<file path="config.mk">
export PLATFORM = sky130hd
export DESIGN_NAME = memory_checksum_scanner
export DESIGN_NICKNAME = d
export VERILOG_FILES = /design/src/common/scan_pkg.sv /design/src/common/crc_if.sv /design/src/rtl/crc16_engine.sv /design/src/rtl/memory_checksum_scanner.sv
export SDC_FILE = /design/constraint.sdc
export NUM_CORES = 1
export LEC_CHECK = 0
export BUFFER_PORTS_ARGS = -buffer_cell sky130_fd_sc_hd__buf_2
export CAP_MARGIN = 5
export CORE_MARGIN = 3
export CORE_UTILIZATION = 47
export CTS_BUF_LIST = sky130_fd_sc_hd__clkbuf_8 sky130_fd_sc_hd__clkbuf_16
export CTS_CLUSTER_DIAMETER = 30
export DETAILED_ROUTE_END_ITERATION = 8
export PLACE_DENSITY_LB_ADDON = 0.2
export SLEW_MARGIN = 20
export SYNTH_ARGS = -nofsm -noshare
export SYNTH_HDL_FRONTEND = slang
export SYNTH_HIERARCHICAL = 1
export SYNTH_SLANG_ARGS = --single-unit
</file>
<file path="constraint.sdc">
create_clock -name pclk -period 2.55 [get_ports pclk]
set_input_delay 0 -clock pclk [delete_from_list [all_inputs] [get_ports pclk]]
set_output_delay 0 -clock pclk [all_outputs]
set_load 0.05 [all_outputs]
</file>
<file path="src/common/scan_pkg.sv">
package scan_pkg;
  // Register indices; byte address is four times the index
  localparam logic [5:0] IDX_CONTROL = 6'h00;
  localparam logic [5:0] IDX_SETUP = 6'h01;
  localparam logic [5:0] IDX_STATUS = 6'h02;
  localparam int CTRL_ENABLE_BIT = 0;
  localparam int CTRL_FAIL_INTERRUPT_ENABLE_BIT = 1;
  localparam int CTRL_RESET_BIT = 7;
  localparam int SETUP_SRC_LSB = 0;
  localparam int SETUP_MODE_LSB = 4;
  localparam int STAT_BUSY_BIT = 0;
  localparam int STAT_OK_BIT = 1;
  localparam logic OK_RESET = 1'b1;
  localparam logic [1:0] REGION_FLASH = 2'h0;
  localparam logic [1:0] REGION_BOOTAPP = 2'h1;
  localparam logic [1:0] REGION_BOOT = 2'h2;
  localparam logic [1:0] MODE_PRIORITY = 2'h0;
  localparam logic [1:0] MODE_STARTUP = 2'h1;
  localparam logic [15:0] CRC_POLY = 16'h1021;
  localparam logic [15:0] CRC_INIT = 16'hFFFF;
  localparam logic [15:0] CRC_RESIDUE = 16'h0000;
  localparam logic [7:0] NMI_VECTOR = 8'h00;
  // Last byte of the whole array; value of this build
  localparam logic [15:0] LAST_FLASH_LOCATION = 16'h0FFF;
  localparam logic [14:0] LAST_FLASH_WORD = LAST_FLASH_LOCATION[15:1];
  localparam int START_DELAY_CYC = 3;
  localparam logic [1:0] DELAY_LAST = 2'(START_DELAY_CYC - 1);
  localparam logic [1:0] STRAP_SETTLE = 2'h2;
  typedef enum logic [2:0]
  {
    ST_IDLE = 3'b000,
    ST_DELAY = 3'b001,
    ST_FETCH = 3'b011,
    ST_LOW = 3'b010,
    ST_HIGH = 3'b110,
    ST_CHECK = 3'b111
  } scan_state_t;
endpackage

</file>
<file path="src/common/crc_if.sv">
`timescale 1ns/1ns
interface crc_if;
  logic clear;
  logic load;
  logic [7:0] data;
  logic [15:0] crc;
  modport engine (input clear, input load, input data, output crc);
  modport user (output clear, output load, output data, input crc);
endinterface

</file>
<file path="src/rtl/crc16_engine.sv">
`timescale 1ns/1ns
module crc16_engine import scan_pkg::*;
(
  input wire logic pclk,
  input wire logic presetn,
  crc_if.engine bus
);

  // One byte per clock, most significant bit first
  function automatic logic [15:0] crc_byte(logic [15:0] c, logic [7:0] d);
    logic fb;
    fb = 1'b0;
    for (int i = 7; i >= 0; i--)
    begin
      fb = c[15] ^ d[i];
      c = {c[14:0], 1'b0} ^ (fb ? CRC_POLY : 16'h0000);
    end
    return c;
  endfunction

  always_ff @(posedge pclk or negedge presetn)
  begin
    if (!presetn)
      bus.crc <= CRC_INIT;
    else if (bus.clear)
      bus.crc <= CRC_INIT;
    else if (bus.load)
      bus.crc <= crc_byte(bus.crc, bus.data);
  end

endmodule

</file>
<file path="src/rtl/memory_checksum_scanner.sv">
`timescale 1ns/1ns
module memory_checksum_scanner import scan_pkg::*;
(
  input wire logic pclk,
  input wire logic presetn,
  input wire logic psel,
  input wire logic penable,
  input wire logic pwrite,
  input wire logic [7:0] paddr,
  input wire logic [31:0] pwdata,
  input wire logic [3:0] pstrb,
  output logic [31:0] prdata,
  output logic pready,
  output logic pslverr,
  input wire logic dbg_access,
  input wire logic dbg_touch,
  input wire logic dbg_release_internal,
  input wire logic dbg_disconnect,
  input wire logic dbg_status_read,
  output logic [1:0] dbg_status_copy,
  input wire logic sleep_active,
  output logic flash_req,
  output logic [14:0] flash_addr,
  input wire logic [15:0] flash_rdata,
  output logic cpu_stall,
  output logic cpu_hold_reset,
  output logic nmi_req,
  output logic [7:0] nmi_vector,
  input wire logic reset_scan_enable_fuse,
  input wire logic [1:0] reset_scan_region_fuse,
  input wire logic [7:0] boot_section_end_fuse,
  input wire logic [7:0] code_section_end_fuse
);

  crc_if crc_bus();
  scan_state_t state;
  logic [18:0] pin_meta;
  logic [18:0] pin_sync;
  logic [1:0] boot_cnt;
  logic strap_done;
  logic in_boot;
  logic boot_fail;
  logic enable;
  logic fail_interrupt_enable;
  logic [1:0] mode;
  logic [1:0] scan_region_select;
  logic rst_pend;
  logic busy;
  logic ok;
  logic suspended;
  logic [1:0] dly;
  logic [14:0] word_addr;
  logic [14:0] last_word;
  logic [7:0] hi_byte;
  logic fuse_en;
  logic [1:0] fuse_region;
  logic [7:0] fuse_boot_end;
  logic [7:0] fuse_code_end;
  logic hit_ctrl;
  logic hit_setup;
  logic hit_stat;
  logic wr;
  logic wr_ctrl;
  logic wr_setup;
  logic wr_stat;
  logic start_sw;
  logic arm_dbg;
  logic stop_dbg;
  logic ok0_dbg;
  logic ok1_dbg;
  logic boot_start;
  logic done;
  logic pass;
  logic fail_evt;
  logic running;
  logic ok_rd;

  crc16_engine engine
  (
    .pclk(pclk),
    .presetn(presetn),
    .bus(crc_bus)
  );

  // Fuse levels are pins; two stages before anything reads them
  always_ff @(posedge pclk or negedge presetn)
  begin
    if (!presetn)
    begin
      pin_meta <= '0;
      pin_sync <= '0;
    end
    else
    begin
      pin_meta <= {reset_scan_enable_fuse, reset_scan_region_fuse,
                   boot_section_end_fuse, code_section_end_fuse};
      pin_sync <= pin_meta;
    end
  end

  assign {fuse_en, fuse_region, fuse_boot_end, fuse_code_end} = pin_sync;

  // APB decode; the debugger shares this port, marked by dbg_access
  assign hit_ctrl = (paddr == {IDX_CONTROL, 2'b00});
  assign hit_setup = (paddr == {IDX_SETUP, 2'b00});
  assign hit_stat = (paddr == {IDX_STATUS, 2'b00});
  assign pready = 1'b1;
  assign pslverr = psel & penable & ~(hit_ctrl | hit_setup | hit_stat);
  assign wr = psel & penable & pwrite & pstrb[0] & ~nmi_req;
  assign wr_ctrl = wr & hit_ctrl;
  assign wr_setup = wr & hit_setup;
  assign wr_stat = wr & hit_stat & dbg_access;
  assign start_sw = wr_ctrl & pwdata[CTRL_ENABLE_BIT];
  assign arm_dbg = wr_stat & pwdata[STAT_BUSY_BIT];
  assign stop_dbg = wr_stat & ~pwdata[STAT_BUSY_BIT];
  assign ok0_dbg = wr_stat & ~pwdata[STAT_OK_BIT];
  assign ok1_dbg = wr_stat & pwdata[STAT_OK_BIT];
  assign boot_start = ~strap_done & (boot_cnt == STRAP_SETTLE) & fuse_en;
  // a suspended check never completes; it restarts on release
  assign done = (state == ST_CHECK) & ~suspended;
  // zero residue once the stored checksum is folded in
  assign pass = done & (crc_bus.crc == CRC_RESIDUE);
  // debugger pass write of 0 counts as a failure
  assign fail_evt = (done & ~pass) | ok0_dbg;
  assign running = busy & ~suspended & ~sleep_active;
  assign ok_rd = ok & ~busy;

  // checksum closes the region, so the last word ends the walk
  always_comb
  begin
    case (scan_region_select)
      REGION_BOOT: last_word = {fuse_boot_end, 7'h00} - 15'h0001;
      REGION_BOOTAPP: last_word = {fuse_code_end, 7'h00} - 15'h0001;
      default: last_word = LAST_FLASH_WORD;
    endcase
  end

  // Start-up check, taken once the synchronised fuses have settled
  always_ff @(posedge pclk or negedge presetn)
  begin
    if (!presetn)
    begin
      boot_cnt <= 2'h0;
      strap_done <= 1'b0;
    end
    else if (!strap_done)
    begin
      if (boot_cnt == STRAP_SETTLE)
        strap_done <= 1'b1;
      else
        boot_cnt <= boot_cnt + 2'h1;
    end
  end

  // failed start-up check keeps the CPU in reset
  always_ff @(posedge pclk or negedge presetn)
  begin
    if (!presetn)
    begin
      in_boot <= 1'b0;
      boot_fail <= 1'b0;
    end
    else if (boot_start)
      in_boot <= 1'b1;
    else if (in_boot && done)
    begin
      in_boot <= 1'b0;
      boot_fail <= ~pass;
    end
  end

  assign cpu_hold_reset = ~strap_done | in_boot | boot_fail;

  // start-up leaves enable set, mode non-zero and region shown
  always_ff @(posedge pclk or negedge presetn)
  begin
    if (!presetn)
      enable <= 1'b0;
    else if (rst_pend)
      enable <= 1'b0;
    else if (boot_start)
      enable <= 1'b1;
    else if (wr_ctrl)
      enable <= pwdata[CTRL_ENABLE_BIT];
  end

  always_ff @(posedge pclk or negedge presetn)
  begin
    if (!presetn)
    begin
      mode <= MODE_PRIORITY;
      scan_region_select <= REGION_FLASH;
    end
    else if (rst_pend)
    begin
      mode <= MODE_PRIORITY;
      scan_region_select <= REGION_FLASH;
    end
    else if (boot_start)
    begin
      mode <= MODE_STARTUP;
      scan_region_select <= fuse_region;
    end
    else if (wr_setup && !busy)
    begin
      mode <= pwdata[SETUP_MODE_LSB +: 2];
      scan_region_select <= pwdata[SETUP_SRC_LSB +: 2];
    end
  end

  // set-only enable, untouched by the reset strobe
  always_ff @(posedge pclk or negedge presetn)
  begin
    if (!presetn)
      fail_interrupt_enable <= 1'b0;
    else if (wr_ctrl && pwdata[CTRL_FAIL_INTERRUPT_ENABLE_BIT] && !busy)
      fail_interrupt_enable <= 1'b1;
  end

  // Reset strobe acts one cycle after the write
  always_ff @(posedge pclk or negedge presetn)
  begin
    if (!presetn)
      rst_pend <= 1'b0;
    else
      rst_pend <= wr_ctrl & pwdata[CTRL_RESET_BIT] &
                  (~fail_interrupt_enable | ~busy);
  end

  // busy drops on the same edge that sets pass
  always_ff @(posedge pclk or negedge presetn)
  begin
    if (!presetn)
      busy <= 1'b0;
    else if (rst_pend || stop_dbg)
      busy <= 1'b0;
    else if (start_sw || arm_dbg || boot_start)
      busy <= 1'b1;
    else if (done)
      busy <= 1'b0;
  end

  // debugger may force pass to 1
  always_ff @(posedge pclk or negedge presetn)
  begin
    if (!presetn)
      ok <= OK_RESET;
    else if (rst_pend || fail_evt)
      ok <= 1'b0;
    else if (start_sw || arm_dbg || boot_start)
      ok <= 1'b0;
    else if (pass || ok1_dbg)
      ok <= 1'b1;
  end

  // raw request, never gated by a global enable
  always_ff @(posedge pclk or negedge presetn)
  begin
    if (!presetn)
      nmi_req <= 1'b0;
    else if (fail_evt && fail_interrupt_enable)
      nmi_req <= 1'b1;
  end

  assign nmi_vector = NMI_VECTOR;

  always_ff @(posedge pclk or negedge presetn)
  begin
    if (!presetn)
      suspended <= 1'b0;
    else if (dbg_touch)
      suspended <= 1'b1;
    else if (dbg_release_internal || dbg_disconnect || dbg_status_read)
      suspended <= 1'b0;
  end

  always_ff @(posedge pclk or negedge presetn)
  begin
    if (!presetn)
      dbg_status_copy <= {OK_RESET, 1'b0};
    else
      dbg_status_copy <= {ok_rd, busy};
  end

  // Scan sequencer; a word takes FETCH, LOW and HIGH
  always_ff @(posedge pclk or negedge presetn)
  begin
    if (!presetn)
    begin
      state <= ST_IDLE;
      dly <= 2'h0;
    end
    else if (rst_pend || stop_dbg)
      state <= ST_IDLE;
    else if (start_sw)
    begin
      state <= ST_DELAY;
      dly <= 2'h0;
    end
    // restart from the start after suspension
    else if (arm_dbg || boot_start || (suspended && busy))
    begin
      state <= ST_DELAY;
      dly <= DELAY_LAST;
    end
    else
    begin
      case (state)
        ST_IDLE: state <= ST_IDLE;
        ST_DELAY:
          if (running)
          begin
            if (dly == DELAY_LAST)
              state <= ST_FETCH;
            else
              dly <= dly + 2'h1;
          end
        ST_FETCH:
          if (running)
            state <= ST_LOW;
        ST_LOW: state <= ST_HIGH;
        ST_HIGH: state <= (word_addr == last_word) ? ST_CHECK : ST_FETCH;
        ST_CHECK: state <= ST_IDLE;
        default: state <= ST_IDLE;
      endcase
    end
  end

  always_ff @(posedge pclk or negedge presetn)
  begin
    if (!presetn)
      word_addr <= 15'h0000;
    else if (state == ST_DELAY)
      word_addr <= 15'h0000;
    else if (state == ST_HIGH)
      word_addr <= word_addr + 15'h0001;
  end

  // Flash answers one cycle after the request
  always_ff @(posedge pclk or negedge presetn)
  begin
    if (!presetn)
      hi_byte <= 8'h00;
    else if (state == ST_LOW)
      hi_byte <= flash_rdata[15:8];
  end

  assign flash_req = (state == ST_FETCH) & running;
  assign flash_addr = word_addr;
  // CPU stalled for the whole scan, not during the launch delay
  assign cpu_stall = busy & (state != ST_IDLE) & (state != ST_DELAY);

  assign crc_bus.clear = (state == ST_DELAY);
  // low byte of each word first, it holds the lower address
  assign crc_bus.load = (state == ST_LOW) | (state == ST_HIGH);
  assign crc_bus.data = (state == ST_LOW) ? flash_rdata[7:0] : hi_byte;

  // Read data registered in the setup phase
  always_ff @(posedge pclk or negedge presetn)
  begin
    if (!presetn)
      prdata <= 32'h0000_0000;
    else if (psel && !penable)
    begin
      prdata <= 32'h0000_0000;
      if (hit_ctrl)
      begin
        prdata[CTRL_ENABLE_BIT] <= enable;
        prdata[CTRL_FAIL_INTERRUPT_ENABLE_BIT] <= fail_interrupt_enable;
      end
      else if (hit_setup)
      begin
        prdata[SETUP_MODE_LSB +: 2] <= mode;
        prdata[SETUP_SRC_LSB +: 2] <= scan_region_select;
      end
      else if (hit_stat)
      begin
        prdata[STAT_BUSY_BIT] <= busy;
        prdata[STAT_OK_BIT] <= ok_rd;
      end
    end
  end

  a_launch_delay: assert property (@(posedge pclk) disable iff (!presetn)
    start_sw ##1 (running && !wr && !dbg_touch)[*3] |=> state == ST_FETCH)
    else $error("scan did not start three cycles after enable");
  a_fetch_rate: assert property (@(posedge pclk) disable iff (!presetn)
    flash_req |=> !flash_req ##1 !flash_req)
    else $error("flash fetched faster than every third cycle");
  a_setup_lock: assert property (@(posedge pclk) disable iff (!presetn)
    busy && wr_setup && !boot_start |=> $stable(scan_region_select))
    else $error("setup changed while busy");
  a_nmi_cause: assert property (@(posedge pclk) disable iff (!presetn)
    $rose(nmi_req) |-> $past(fail_evt && fail_interrupt_enable))
    else $error("interrupt raised without failure");
  a_nmi_hold: assert property (@(posedge pclk) disable iff (!presetn)
    nmi_req && psel && penable && pwrite |=> $stable(enable) && $stable(ok))
    else $error("write accepted after interrupt");
  a_pass_update: assert property (@(posedge pclk) disable iff (!presetn)
    pass && !stop_dbg && !rst_pend && !wr |=> ok && !busy && ok_rd)
    else $error("pass did not set flag and clear busy");
  a_fail_nmi: assert property (@(posedge pclk) disable iff (!presetn)
    fail_evt && fail_interrupt_enable |=> nmi_req && !ok)
    else $error("failure did not raise interrupt");
  a_suspend_busy: assert property (@(posedge pclk) disable iff (!presetn)
    suspended && busy && !wr && !rst_pend |=> busy && !flash_req)
    else $error("suspended scan lost busy or fetched");
  a_sleep_halt: assert property (@(posedge pclk) disable iff (!presetn)
    sleep_active |-> !flash_req)
    else $error("fetch during sleep");
  a_boot_hold: assert property (@(posedge pclk) disable iff (!presetn)
    in_boot && done && !pass |=> cpu_hold_reset [*4])
    else $error("failed start-up check released the CPU");
  a_crc_seed: assert property (@(posedge pclk) disable iff (!presetn)
    state == ST_DELAY |=> crc_bus.crc == CRC_INIT)
    else $error("checksum not seeded at launch");

endmodule

</file>
==> results.md, run 1 <==
- Die X-Extent: 112 µm
- Max Root-Sink Buffers: 2
- WS Path Type: reg -> reg
- Nets: 740
- Clock sink count: about 100
- Synth area leader: dfrtp_1
- Post-synthesis mux area share: between 2 and 3%
- CTS tree: built
- Period utilisation layout: a little over nine tenths
- Crit-path max cell delay: between 500 and 600 ps
- CP max FO: 3
- Rel. slew slack: 60.5%
- Die ar.: 0.0127 mm²
- Area growth, synth to finish: 23.3%
- Top_reg_cell synth: dfrtp_1
- Fmax: between 0.4 and 0.5 GHz
- Max_cap viols: 0
- Hold path start: pwdata[0]
- Total track usage: between 10% and 20%
- Antenna violations before repair: 0
- Crit-path cells: buf_4 -> or4_4 -> a21oi_1 -> nor2_1 -> mux2i_2 -> a2111o_1 -> or4_4 -> a211oi_2
- Final hold viol count: 0
- Compound-Gate Fraction of Synth Area: ~11%
- Fraction of registers with async set/reset: 100%
- Hold Crit Class: in -> reg
- Core region area: approximately 0.011 mm²
- Critical Path Start: pin_sync[8]$_DFF_PN0_
- RePlAce Congestion: slightly below 0.9
- Inserted Clock Buffers: 9
- Power density over cell area: just under 600 mW/mm²
- Worst Setup Start Kind: flop
- Syn Inst Count: 517
- Fill cell count: ~950
- Number of synthesized register bits: 104
- Vias per std cell: 5.04
- Arrival time worst endpoint: between 2000 and 3000 ps
- GRT overflow: 0
- Worst-path clk slew: 80 ps
- Routed vias: slightly below 4000
- Unrepaired setup endpoints after global routing: yes
- Worst path bufs/invs: 1
- Share of cells above drive strength 1: 26.4%
- Top Family by Delay on Critical Path: simple AND/OR/NAND/NOR gates
- Wire per inst: roughly 14 µm
- Initial Util: 48.5%
- Adder-cell share of the synthesized area: around 1.6%
- Synth top cells by count: 86 x dfrtp_1, 71 x nand2_1, 37 x buf_4, 30 x a21oi_1, 29 x nor2_1
- Status: finished clean
- Mapped Area: 0.00533 mm²
- Cell variety after synth: 63
- Main combinational cell family by area after synthesis: simple AND/OR/NAND/NOR gates
- Max VDD drop: 420 µV
- Worst path most repeated cell: or4_4
- Starting DRT DRC Count: 178
- Worst EP required: around 2800 ps
- Final WS setup: approximately 58 ps
- Max Slew Vio Count: 0
- Setup-failing EPs final: 0
- Syn avg cell area: 10.3 µm²
- Die Y: ~110 µm
- Register area share after synthesis: roughly 50%
- Post-synth EDFFs: 0
- Antenna cell count: 0
- Largest net degree at the start of global routing: ~110
- Synth Area in Simple Gates: 18.1%
- Initial DRT Pass Iterations: 4
- Vias in the first global route: 3871
- Post-synth top area share: approximately 40%
- Detailed Place HPWL: about 7.6 mm
- H-tree levels: 3
- Clock Tree Root: clkbuf_16
- Crit Reg-Reg Startpoint: pin_sync[8]$_DFF_PN0_
- Clock latency on the worst-skew pair: roughly 340 ps
- Pleak: 3.04 nW
- I/O Buffers: 85
- Post-Place Setup Slack: roughly 16 ps
- Setup crit end kind: flop
- Post-layout min period: 2490 ps
- Site Rows: 38
- IO Count: approximately 150
- Synth area leaders: dfrtp_1 40%, dfstp_2 8.9%, buf_4 5.2%
- YS warnings: 6
- Most used standard cell by instance count after synthesis: dfrtp_1
- Antenna-violating nets left: 0
- Skew final: around 10 ps
- Worst Tran Pin Value: around 600 ps
- Hold slack: 58.3 ps
- First-pass GRT wire length: 17.9 mm
- WL final: roughly 11 mm
- Post-route DRC: 0
- CP max stage cell: or4_4
- XOR/XNOR share of the synthesized area: 9.86%
==> kinds of logic after synthesis <==
group | after synthesis
buf+inv | 70
compound gates | 90
simple gates | 193
mux | 13
flops | 104
fa+ha+maj | 7
other cells | 2
xor+xnor | 38
==> report_power, final <==
| part | switching (mW) | internal (mW) |
|---|---|---|
| Sequential | 0.0351 | 1.72 |
| Clock | 0.662 | 0.694 |
| Combinational | 0.438 | 0.352 |
| Total | 1.14 | 2.77 |
==> cell usage in the layout, fill, tap and decap left out, types with 5 or more instances in the layout <==
cell type	count
inv_1	12
or2_2	6
conb_1	37
a21oi_1	30
buf_2	84
dfstp_2	18
nand2b_1	9
nand4_1	6
nor2_1	29
and3_1	5
nor3_1	16
xor2_1	8
dlygate4sd3_1	33
clkbuf_16	9
o21ai_1	9
nor2b_1	10
buf_4	16
nand2_1	71
mux2i_1	10
nand3_1	13
dfrtp_1	85
nor4_1	5
xnor2_1	14
a211o_1	8
o31ai_1	8
xnor3_1	8
o21ai_0	10
==> layer usage <==
layer / GRT usage, % / vias up / share of wire, %
met2: 28.4 / 119 / 48
met3: 2.59 / 7 / 4.7
met5: 0 / - / 0
met4: 4.89 / 0 / 0.97
li1: - / 1968 / -
met1: 23.7 / 1877 / 47
==> worst paths after layout <==
check,depth (start not counted),slack [ps],to
max,8,60,state[2]$_DFFE_PN0P_
min,3,60,enable$_DFFE_PN0P_
max reg2reg,8,60,state[2]$_DFFE_PN0P_
min reg2reg,0,350,pin_sync[16]$_DFF_PN0_
max in group asynchronous,3,1820,scan_region_select[0]$_DFFE_PN0P_
min in group asynchronous,3,210,flash_addr[6]$_DFFE_PN0N_
==> per-stage QoR <==
stage / area, µm² / utilization [%] / setup TNS, ps / std cells / power [mW]
final: 6570 / 59.9 / 0 / 788 / 3.90
after global routing: 6570 / 59.9 / -56.1 / 788 / 4.09
after CTS: 6460 / 58.8 / 0 / 785 / 3.91
after detailed placement: 5830 / 53.1 / 0 / 736 / 2.51
after global placement: 5830 / 53.1 / 0 / 736 / 2.50
after floorplan: 5460 / - / 0 / 552 / 2.39
==> worst reg2reg max path, cell delays in order, from the launching register on <==
cell and delay (ps):
dfrtp_1 410, buf_4 150, or4_4 550, a21oi_1 170
nor2_1 100, mux2i_2 150, a2111o_1 290, or4_4 420
a211oi_2 170
==> sequential cells by signal, indices dropped and copies added (netlist names), 2 cells and up <==
| signal | cells |
|---|---|
| flash_addr | 15 |
| hi_byte | 8 |
| mode | 2 |
| scan_region_select | 2 |
| state | 3 |
| prdata | 4 |
| engine/bus.crc | 16 |
| pin_sync | 19 |
| dly | 2 |
| dbg_status_copy | 2 |
| pin_meta | 19 |
| boot_cnt | 2 |
==> timing repair <==
| item | CTS | global route |
|---|---|---|
| resized for setup | 0 | 19 |
| setup buffers | 0 | 3 |
| hold buffers | 33 | 0 |
| endpoints found under the hold margin | 118 | 0 |
| setup endpoints to repair | 0 | 1 |
==> final cells by class <==
class	instances	area, µm²	area share (%)
Clock inverter	7	72.6	1.10
Clock buffer	9	225	3.43
Tap cell	140	175	2.66
Sequential cell	104	2630	40.0
Multi-Input combinational cell	378	2520	38.4
Inverter	16	60.1	0.914
Timing Repair Buffer	134	891	13.6
(Power assumes the default switching activity.)
==> inputs of run 2 (changes only) <==
PLACE_DENSITY = 0.76   (was unset)
PLACE_DENSITY_LB_ADDON = unset   (was 0.2)
==> run 2 against run 1 <==
Fmax rose by 0.11%. Utilization fell by 0.15 points. Global-route usage rose by 1.3 points. Non-clock buffer count fell by 1. Sequential share of layout area rose by 0.16 points. First-iteration DRC count rose by 20%. Sequential power barely moved. Register-to-register slack barely moved. Wire length rose by 4.8%. Die area did not move. Highest routed layer unchanged.
==> results.md, run 2 (synthesis gave the netlist of run 1 again) <==
- Max Root-Sink Buffers: 2 (unchanged)
- Rel. slew slack: 49.4% (-11 points)
- Hold-critical path depth: 3 (unchanged)
- Power density over cell area: 597 mW/mm² (+0.64%)
- CP max FO: 4 (+1)
- Wire per inst: 14.6 µm (+5.0%)
- Vias per std cell: 5.25 (+4.2%)
- Area growth, synth to finish: 23.0%
- Total track usage: 18.5% (+1.3 points)
- Pleak: 3.03 nW (-0.40%)
- Inserted Clock Buffers: 9 (unchanged)
- Worst EP required: 2820 ps (about the same)
- Detailed Place HPWL: 8.18 mm (+7.1%)
- Die X-Extent: 112 µm (unchanged)
- Initial DRT Pass Iterations: 5 (+1)
- Clock sink count: 104 (unchanged)
- Fmax: 0.402 GHz (+0.11%)
- Starting DRT DRC Count: 213 (+20%)
- Hold path start: pwdata[0]
- Antenna cell count: 0 (unchanged)
- Max_cap viols: 0 (unchanged)
- Post-layout min period: 2490 ps (-2.73 ps)
- Setup crit end kind: flop
- Vias in the first global route: 4100 (+5.9%)
- Worst Setup Start Kind: flop
- R2R Setup Slk: 60 ps (about the same)
- Antenna-violating nets left: 0 (unchanged)
- Most frequent cells in the layout: 84 x buf_2, 82 x dfrtp_1, 71 x nand2_1
- Hold Crit Class: in -> reg
- Routed vias: 4131 (+4.0%)
- Die Y: 112 µm (unchanged)
- Antenna violations before repair: 0 (unchanged)
- Largest net degree at the start of global routing: 85 (-19%)
- WL final: 11.5 mm (+4.8%)
- Initial Util: 48.5% (unchanged)
- Max Slew Vio Count: 0 (unchanged)
- Site Rows: 38 (unchanged)
- Setup-failing EPs final: 0 (unchanged)
- Worst Tran Pin Value: 759 ps (+166 ps)
- TNS Setup: 0 ps (unchanged)
- Net Switching: 1.16 mW (+1.8%)
- Period utilisation layout: 97.6% (-0.11 points)
- Arrival time worst endpoint: 2760 ps (about the same)
- Worst-path clk slew: 70 ps (about the same)
- Share of cells above drive strength 1: 27.0% (+0.66 points)
- Pint: 2.76 mW (-0.20%)
- Clock Tree Root: clkbuf_16
- Crit Reg-Reg Startpoint: pin_sync[0]$_DFF_PN0_
- Post-Place Setup Slack: -7.52 ps (-24.0 ps)
- RR Endpoint: state[2]$_DFFE_PN0P_
- RePlAce Congestion: 0.885 (+2.2%)
- Commonest non-fill, non-tap cell in the layout: buf_2
- Max VDD drop: 375 µV (-11%)
- CP max stage cell: or4_4
- Crit-path cells: or4_4 -> a21oi_2 -> nor2_1 -> mux2i_2 -> a2111o_1 -> or4_4 -> a211oi_2
- Count of non-filler cells in the finished layout: 787 (-0.13%)
- Sw frac: 29.5% (+0.42 points)
- Nets: 739 (-0.14%)
- Status: finished clean
- Largest regs: pin_meta (19), pin_sync (19), engine/bus.crc (16)
- Core region area: 0.0110 mm² (unchanged)
- I/O Buffers: 85 (unchanged)
- Final WS setup: 60.4 ps (+2.73 ps)
- Hold Path End: scan_region_select[0]$_DFFE_PN0P_
- Post-route DRC: 0 (unchanged)
- Logic pwr share: 20.3% (about the same)
- Skew final: 5.46 ps (-4.68 ps)
- GRT overflow: 0 (unchanged)
- Crit-path max cell delay: 570 ps (+20 ps)
- First-pass GRT wire length: 19.1 mm (+6.9%)
- Final hold viol count: 0 (unchanged)
- Clock latency on the worst-skew pair: 350 ps (about the same)
- CTS tree: built
- Sequential share of power: 44.9% (about the same)
- WS Path Type: reg -> reg
- Reg2reg path depth: 7 (-1)
- Dpl cells: 735 (-0.14%)
- H-tree levels: 3 (unchanged)
- IO Count: 153 (unchanged)
- Die ar.: 0.0127 mm² (unchanged)
- Worst path most repeated cell: or4_4
- Clock power frac: 34.8% (about the same)
[run 2: cell types whose count changed in the layout (fill, tap and decap cells not counted), sizes merged]
cell	before	now
buf	101	100
inv	20	21
clkinv	2	1
[run 2: worst max-delay path by stage]
stage / startpoint / to / cells past startpoint
finish: pin_sync[0]$_DFF_PN0_ / state[2]$_DFFE_PN0P_ / 7
detailed placement: pin_sync[8]$_DFF_PN0_ / state[2]$_DFFE_PN0P_ / 9
global placement: pin_sync[8]$_DFF_PN0_ / state[2]$_DFFE_PN0P_ / 9
floorplan: scan_region_select[1]$_DFFE_PN0P_ / state[2]$_DFFE_PN0P_ / 8
CTS: pin_sync[0]$_DFF_PN0_ / state[2]$_DFFE_PN0P_ / 9
global route: pin_sync[0]$_DFF_PN0_ / state[2]$_DFFE_PN0P_ / 7
[run 2: final cells by class]
class,count,area (µm²)
sequential,104,2630
clock buffer,9,225
fill,916,4430
multi-input combinational,378,2520
clock inverter,7,70.1
tap,140,175
inverter,16,60.1
timing repair buffer,133,875
[run 2: routing by layer]
layer  wire length (µm)  up-vias  track usage [%]
met3                662       12             4.15
met2               5700      153             31.7
met1               5010     2001             23.9
met4                135        0             4.89
li1                   -     1965                -
met5                  0        -                0
[run 2: what timing repair did]
action / in CTS / in global routing
hold buffers: 33 / 0
endpoints found under the setup margin: 1 / 1
buffers inserted: 1 / 2
pin swaps: 1 / 4
endpoints found under the hold margin: 96 / 0
gates resized for setup: 7 / 16
cloned: 0 / 0
[run 2: power groups by stage]
stage,clock (mW),combinational [mW],sequential (mW)
final,1.36,0.795,1.76
after global routing,1.46,0.861,1.77
after CTS,1.39,0.784,1.76
after detailed placement,0,0.734,1.79
after global placement,0,0.716,1.78
after floorplan,0,0.607,1.78
[run 2: stage by stage]
stage          hold WS (ps)  total power [mW]  instance area, µm²  utilization, %
5_1_grt                81.2              4.09                6560            59.7
3_5_place_dp            109              2.52                5810            52.9
4_1_cts                49.7              3.93                6480            59.0
3_3_place_gp            108              2.50                5810            52.9
2_1_floorplan          -296              2.39                5460               -
6_report               55.7              3.92                6560            59.7
[run 2: worst max-delay path, delay by kind of cell (launching register included)]
kind	cells	cell delay, ps
compound gates	3	770
flops	1	420
mux	1	150
simple gates	3	1070
==> inputs of run 3 (changes only) <==
ABC_AREA = 1   (was unset)
CAP_MARGIN = 20   (was 5)
CORE_UTILIZATION = 48   (was 47)
PLACE_DENSITY = 0.77   (was 0.76)
==> run 3 against run 2 <==
Wire length increased by 9.9%. Final area about the same. Synthesized cell count increased by 28%. Non-clock buffer count decreased by 8. Setup slack improved by 290 ps. Count of clock-buffer cells in the layout unchanged. Worst hold slack improved by 3.2 ps. Critical path depth increased by 4. Critical path type unchanged.
==> results.md, run 3 <==
- Status: finished clean
- Inserted Clock Buffers: 9 (unchanged)
- IO Count: 153 (unchanged)
- Starting DRT DRC Count: 322 (+51%)
- Fmax: 0.456 GHz (+13%)
- I/O Buffers: 85 (unchanged)
- Max VDD drop: 331 µV (-12%)
- Initial Util: 49.7% (+1.2 points)
- Post-Place Cell Area: 0.00591 mm² (+1.7%)
- Hold Path End: prdata[4]$_DFFE_PN0P_
- Clock sink count: 104 (unchanged)
- Wire per inst: 13.6 µm (-7.2%)
- Hold Crit Class: in -> reg
- Design area: 0.00656 mm² (about the same)
- Cell variety after synth: 47 (-25%)
- Clock latency on the worst-skew pair: 350 ps (about the same)
- RePlAce Congestion: 0.927 (+4.8%)
- Critical Path Start: state[1]$_DFFE_PN0P_
- RR Endpoint: engine/bus.crc[6]$_DFFE_PN1P_
- WL final: 12.7 mm (+9.9%)
- Unrepaired setup endpoints after global routing: no
- Routed vias: 4772 (+16%)
- Commonest non-fill, non-tap cell in the layout: nand2_1
- Area growth, synth to finish: 20.1%
- CTS tree: built
- Vias in the first global route: 4629 (+13%)
- Worst-path clk slew: 70 ps (about the same)
- CP max stage cell: dfrtp_1
- Largest regs: pin_meta (19), pin_sync (19), engine/bus.crc (16)
- Power density over cell area: 575 mW/mm² (-3.7%)
- Skew final: 9.40 ps (+3.95 ps)
- Largest net degree at the start of global routing: 76 (-11%)
- TNS Setup: 0 ps (unchanged)
- Max_cap viols: 0 (unchanged)
- Post-route DRC: 0 (unchanged)
- Synth area leaders: dfrtp_1 39%, nand2_1 9.8%, dfstp_2 8.7%
- Period utilisation layout: 86.1% (-12 points)
- Die Y: 113 µm (+0.18%)
- Setup-failing EPs final: 0 (unchanged)
- Reg2reg path depth: 11 (+4)
- Number of synthesized register bits: 104 (unchanged)
- R2R Setup Slk: 360 ps (+290 ps)
- Detailed Place HPWL: 8.89 mm (+8.7%)
- H-tree levels: 3 (unchanged)
- Total track usage: 20.7% (+2.2 points)
- CP max FO: 21 (+17)
- Site Rows: 38 (unchanged)
- WS Path Type: reg -> reg
- Clock Tree Root: clkbuf_16
- Most frequent cells in the layout: 142 x nand2_1, 86 x dfrtp_1, 84 x buf_2
- Worst path bufs/invs: 1 (+1)
- Share of cells above drive strength 1: 19.9% (-7.1 points)
- YS warnings: 6 (unchanged)
- Synth top cells by count: 142 x nand2_1, 86 x dfrtp_1, 78 x inv_1, 74 x nand3_1, 48 x nor2_1
- Post-synth top area share: 39.4% (-0.99 points)
- Core region area: 0.0110 mm² (unchanged)
- Synth area leader: dfrtp_1
- Post-layout min period: 2190 ps (-295 ps)
- Top Family by Delay on Critical Path: simple AND/OR/NAND/NOR gates
- First-pass GRT wire length: 21.4 mm (+12%)
- Hold-critical path depth: 4 (+1)
- Worst EP required: 2830 ps (about the same)
- Crit Reg-Reg Startpoint: state[1]$_DFFE_PN0P_
- Most used standard cell by instance count after synthesis: nand2_1
- Setup crit end kind: flop
- Initial DRT Pass Iterations: 6 (+1)
- Worst path most repeated cell: nand2_1
- Antenna cell count: 0 (unchanged)
- Vias per std cell: 5.12 (-2.5%)
- Post-synth EDFFs: 0 (unchanged)
- Final hold viol count: 0 (unchanged)
- Nets: 884 (+20%)
- Max Slew Vio Count: 0 (unchanged)
- Die X-Extent: 113 µm (+0.18%)
- Mapped Area: 0.00546 mm² (+2.5%)
- Hold path start: paddr[4]
- Pleak: 3.28 nW (+8.3%)
- Rel. slew slack: 36.2% (-13 points)
- Crit-path max cell delay: 430 ps (-140 ps)
- Syn avg cell area: 8.23 µm² (-20%)
- Util after Layout: 59.8% (about the same)
- Syn Inst Count: 664 (+28%)
- Antenna violations before repair: 0 (unchanged)
- Worst Tran Pin Value: 957 ps (+198 ps)
- Fraction of registers with async set/reset: 100% (unchanged)
- Die ar.: 0.0127 mm² (+0.36%)
- Top_reg_cell synth: dfrtp_1
- Arrival time worst endpoint: 2470 ps (-290 ps)
- GRT overflow: 0 (unchanged)
- Max Root-Sink Buffers: 2 (unchanged)
- Antenna-violating nets left: 0 (unchanged)
- Worst Setup Start Kind: flop
- Crit-path cells: inv_2 -> nor2_8 -> nand2_1 -> nand2_1 -> nand2_1 -> xnor2_2 -> nand2_2 -> nand2_2 -> nand2_1 -> nand3_1 -> nand2_1
- Register area share after synthesis: 48.0% (-1.2 points)
==> run 3: logic make-up after synthesis <==
kind of cell	after synthesis	share of synthesized area, %
flip-flops	104	48.0
XOR/XNOR	13	2.36
multiplexers	1	0.206
AO/OA/AOI/OAI	81	8.45
adder cells (fa/ha/maj)	7	1.60
buffers and inverters	137	12.2
other	2	0.137
AND/OR/NAND/NOR	319	27.0
==> run 3: worst max path at each step <==
stage / slack (ps) / depth (start not counted) / to
6_report: 360 / 11 / engine/bus.crc[6]$_DFFE_PN1P_
5_1_grt: 120 / 14 / engine/bus.crc[12]$_DFFE_PN1P_
4_1_cts: 340 / 11 / engine/bus.crc[6]$_DFFE_PN1P_
3_5_place_dp: 420 / 14 / engine/bus.crc[12]$_DFFE_PN1P_
3_3_place_gp: 500 / 11 / engine/bus.crc[6]$_DFFE_PN1P_
2_1_floorplan: 580 / 11 / engine/bus.crc[6]$_DFFE_PN1P_
==> run 3: cell type report <==
cell class / instances / area, µm²
Clock inverter: 7 / 77.6
Tap cell: 140 / 175
Multi-Input combinational cell: 458 / 2300
Timing Repair Buffer: 125 / 816
Fill cell: 912 / 4420
Sequential cell: 104 / 2630
Inverter: 89 / 342
Clock buffer: 9 / 225
==> run 3: per-stage QoR <==
stage	cells	power (mW)	setup WS (ps)	hold slack, ps
after floorplan	699	2.23	578	-296
after global placement	881	2.33	501	109
after detailed placement	881	2.35	422	109
after CTS	932	3.81	337	47.4
after global routing	932	3.95	119	85.9
final	932	3.77	355	58.9
==> run 3: routing by layer <==
metal	wire length, µm	vias to the layer above	track usage [%]
li1	-	2323	-
met1	5470	2217	27.7
met2	6100	209	33.8
met3	836	23	3.80
met4	253	0	7.77
met5	0	-	0
==> run 3: power breakdown <==
part,switching (mW),internal (mW)
Clock,0.631,0.773
Sequential,0.0372,1.72
Combinational,0.433,0.185
==> run 3: what timing repair did <==
item                                    4_1_cts  5_1_grt
resized for setup                             0        0
setup buffers                                 0        0
hold buffers                                 35        0
endpoints found under the hold margin        88        0
endpoints found under the setup margin        0        0
==> run 3: worst min-delay path: cells and delay by family <==
family | cells | cell delay (ps)
AO/OA/AOI/OAI | 1 | 90
AND/OR/NAND/NOR | 2 | 210
buffers and inverters | 1 | 70
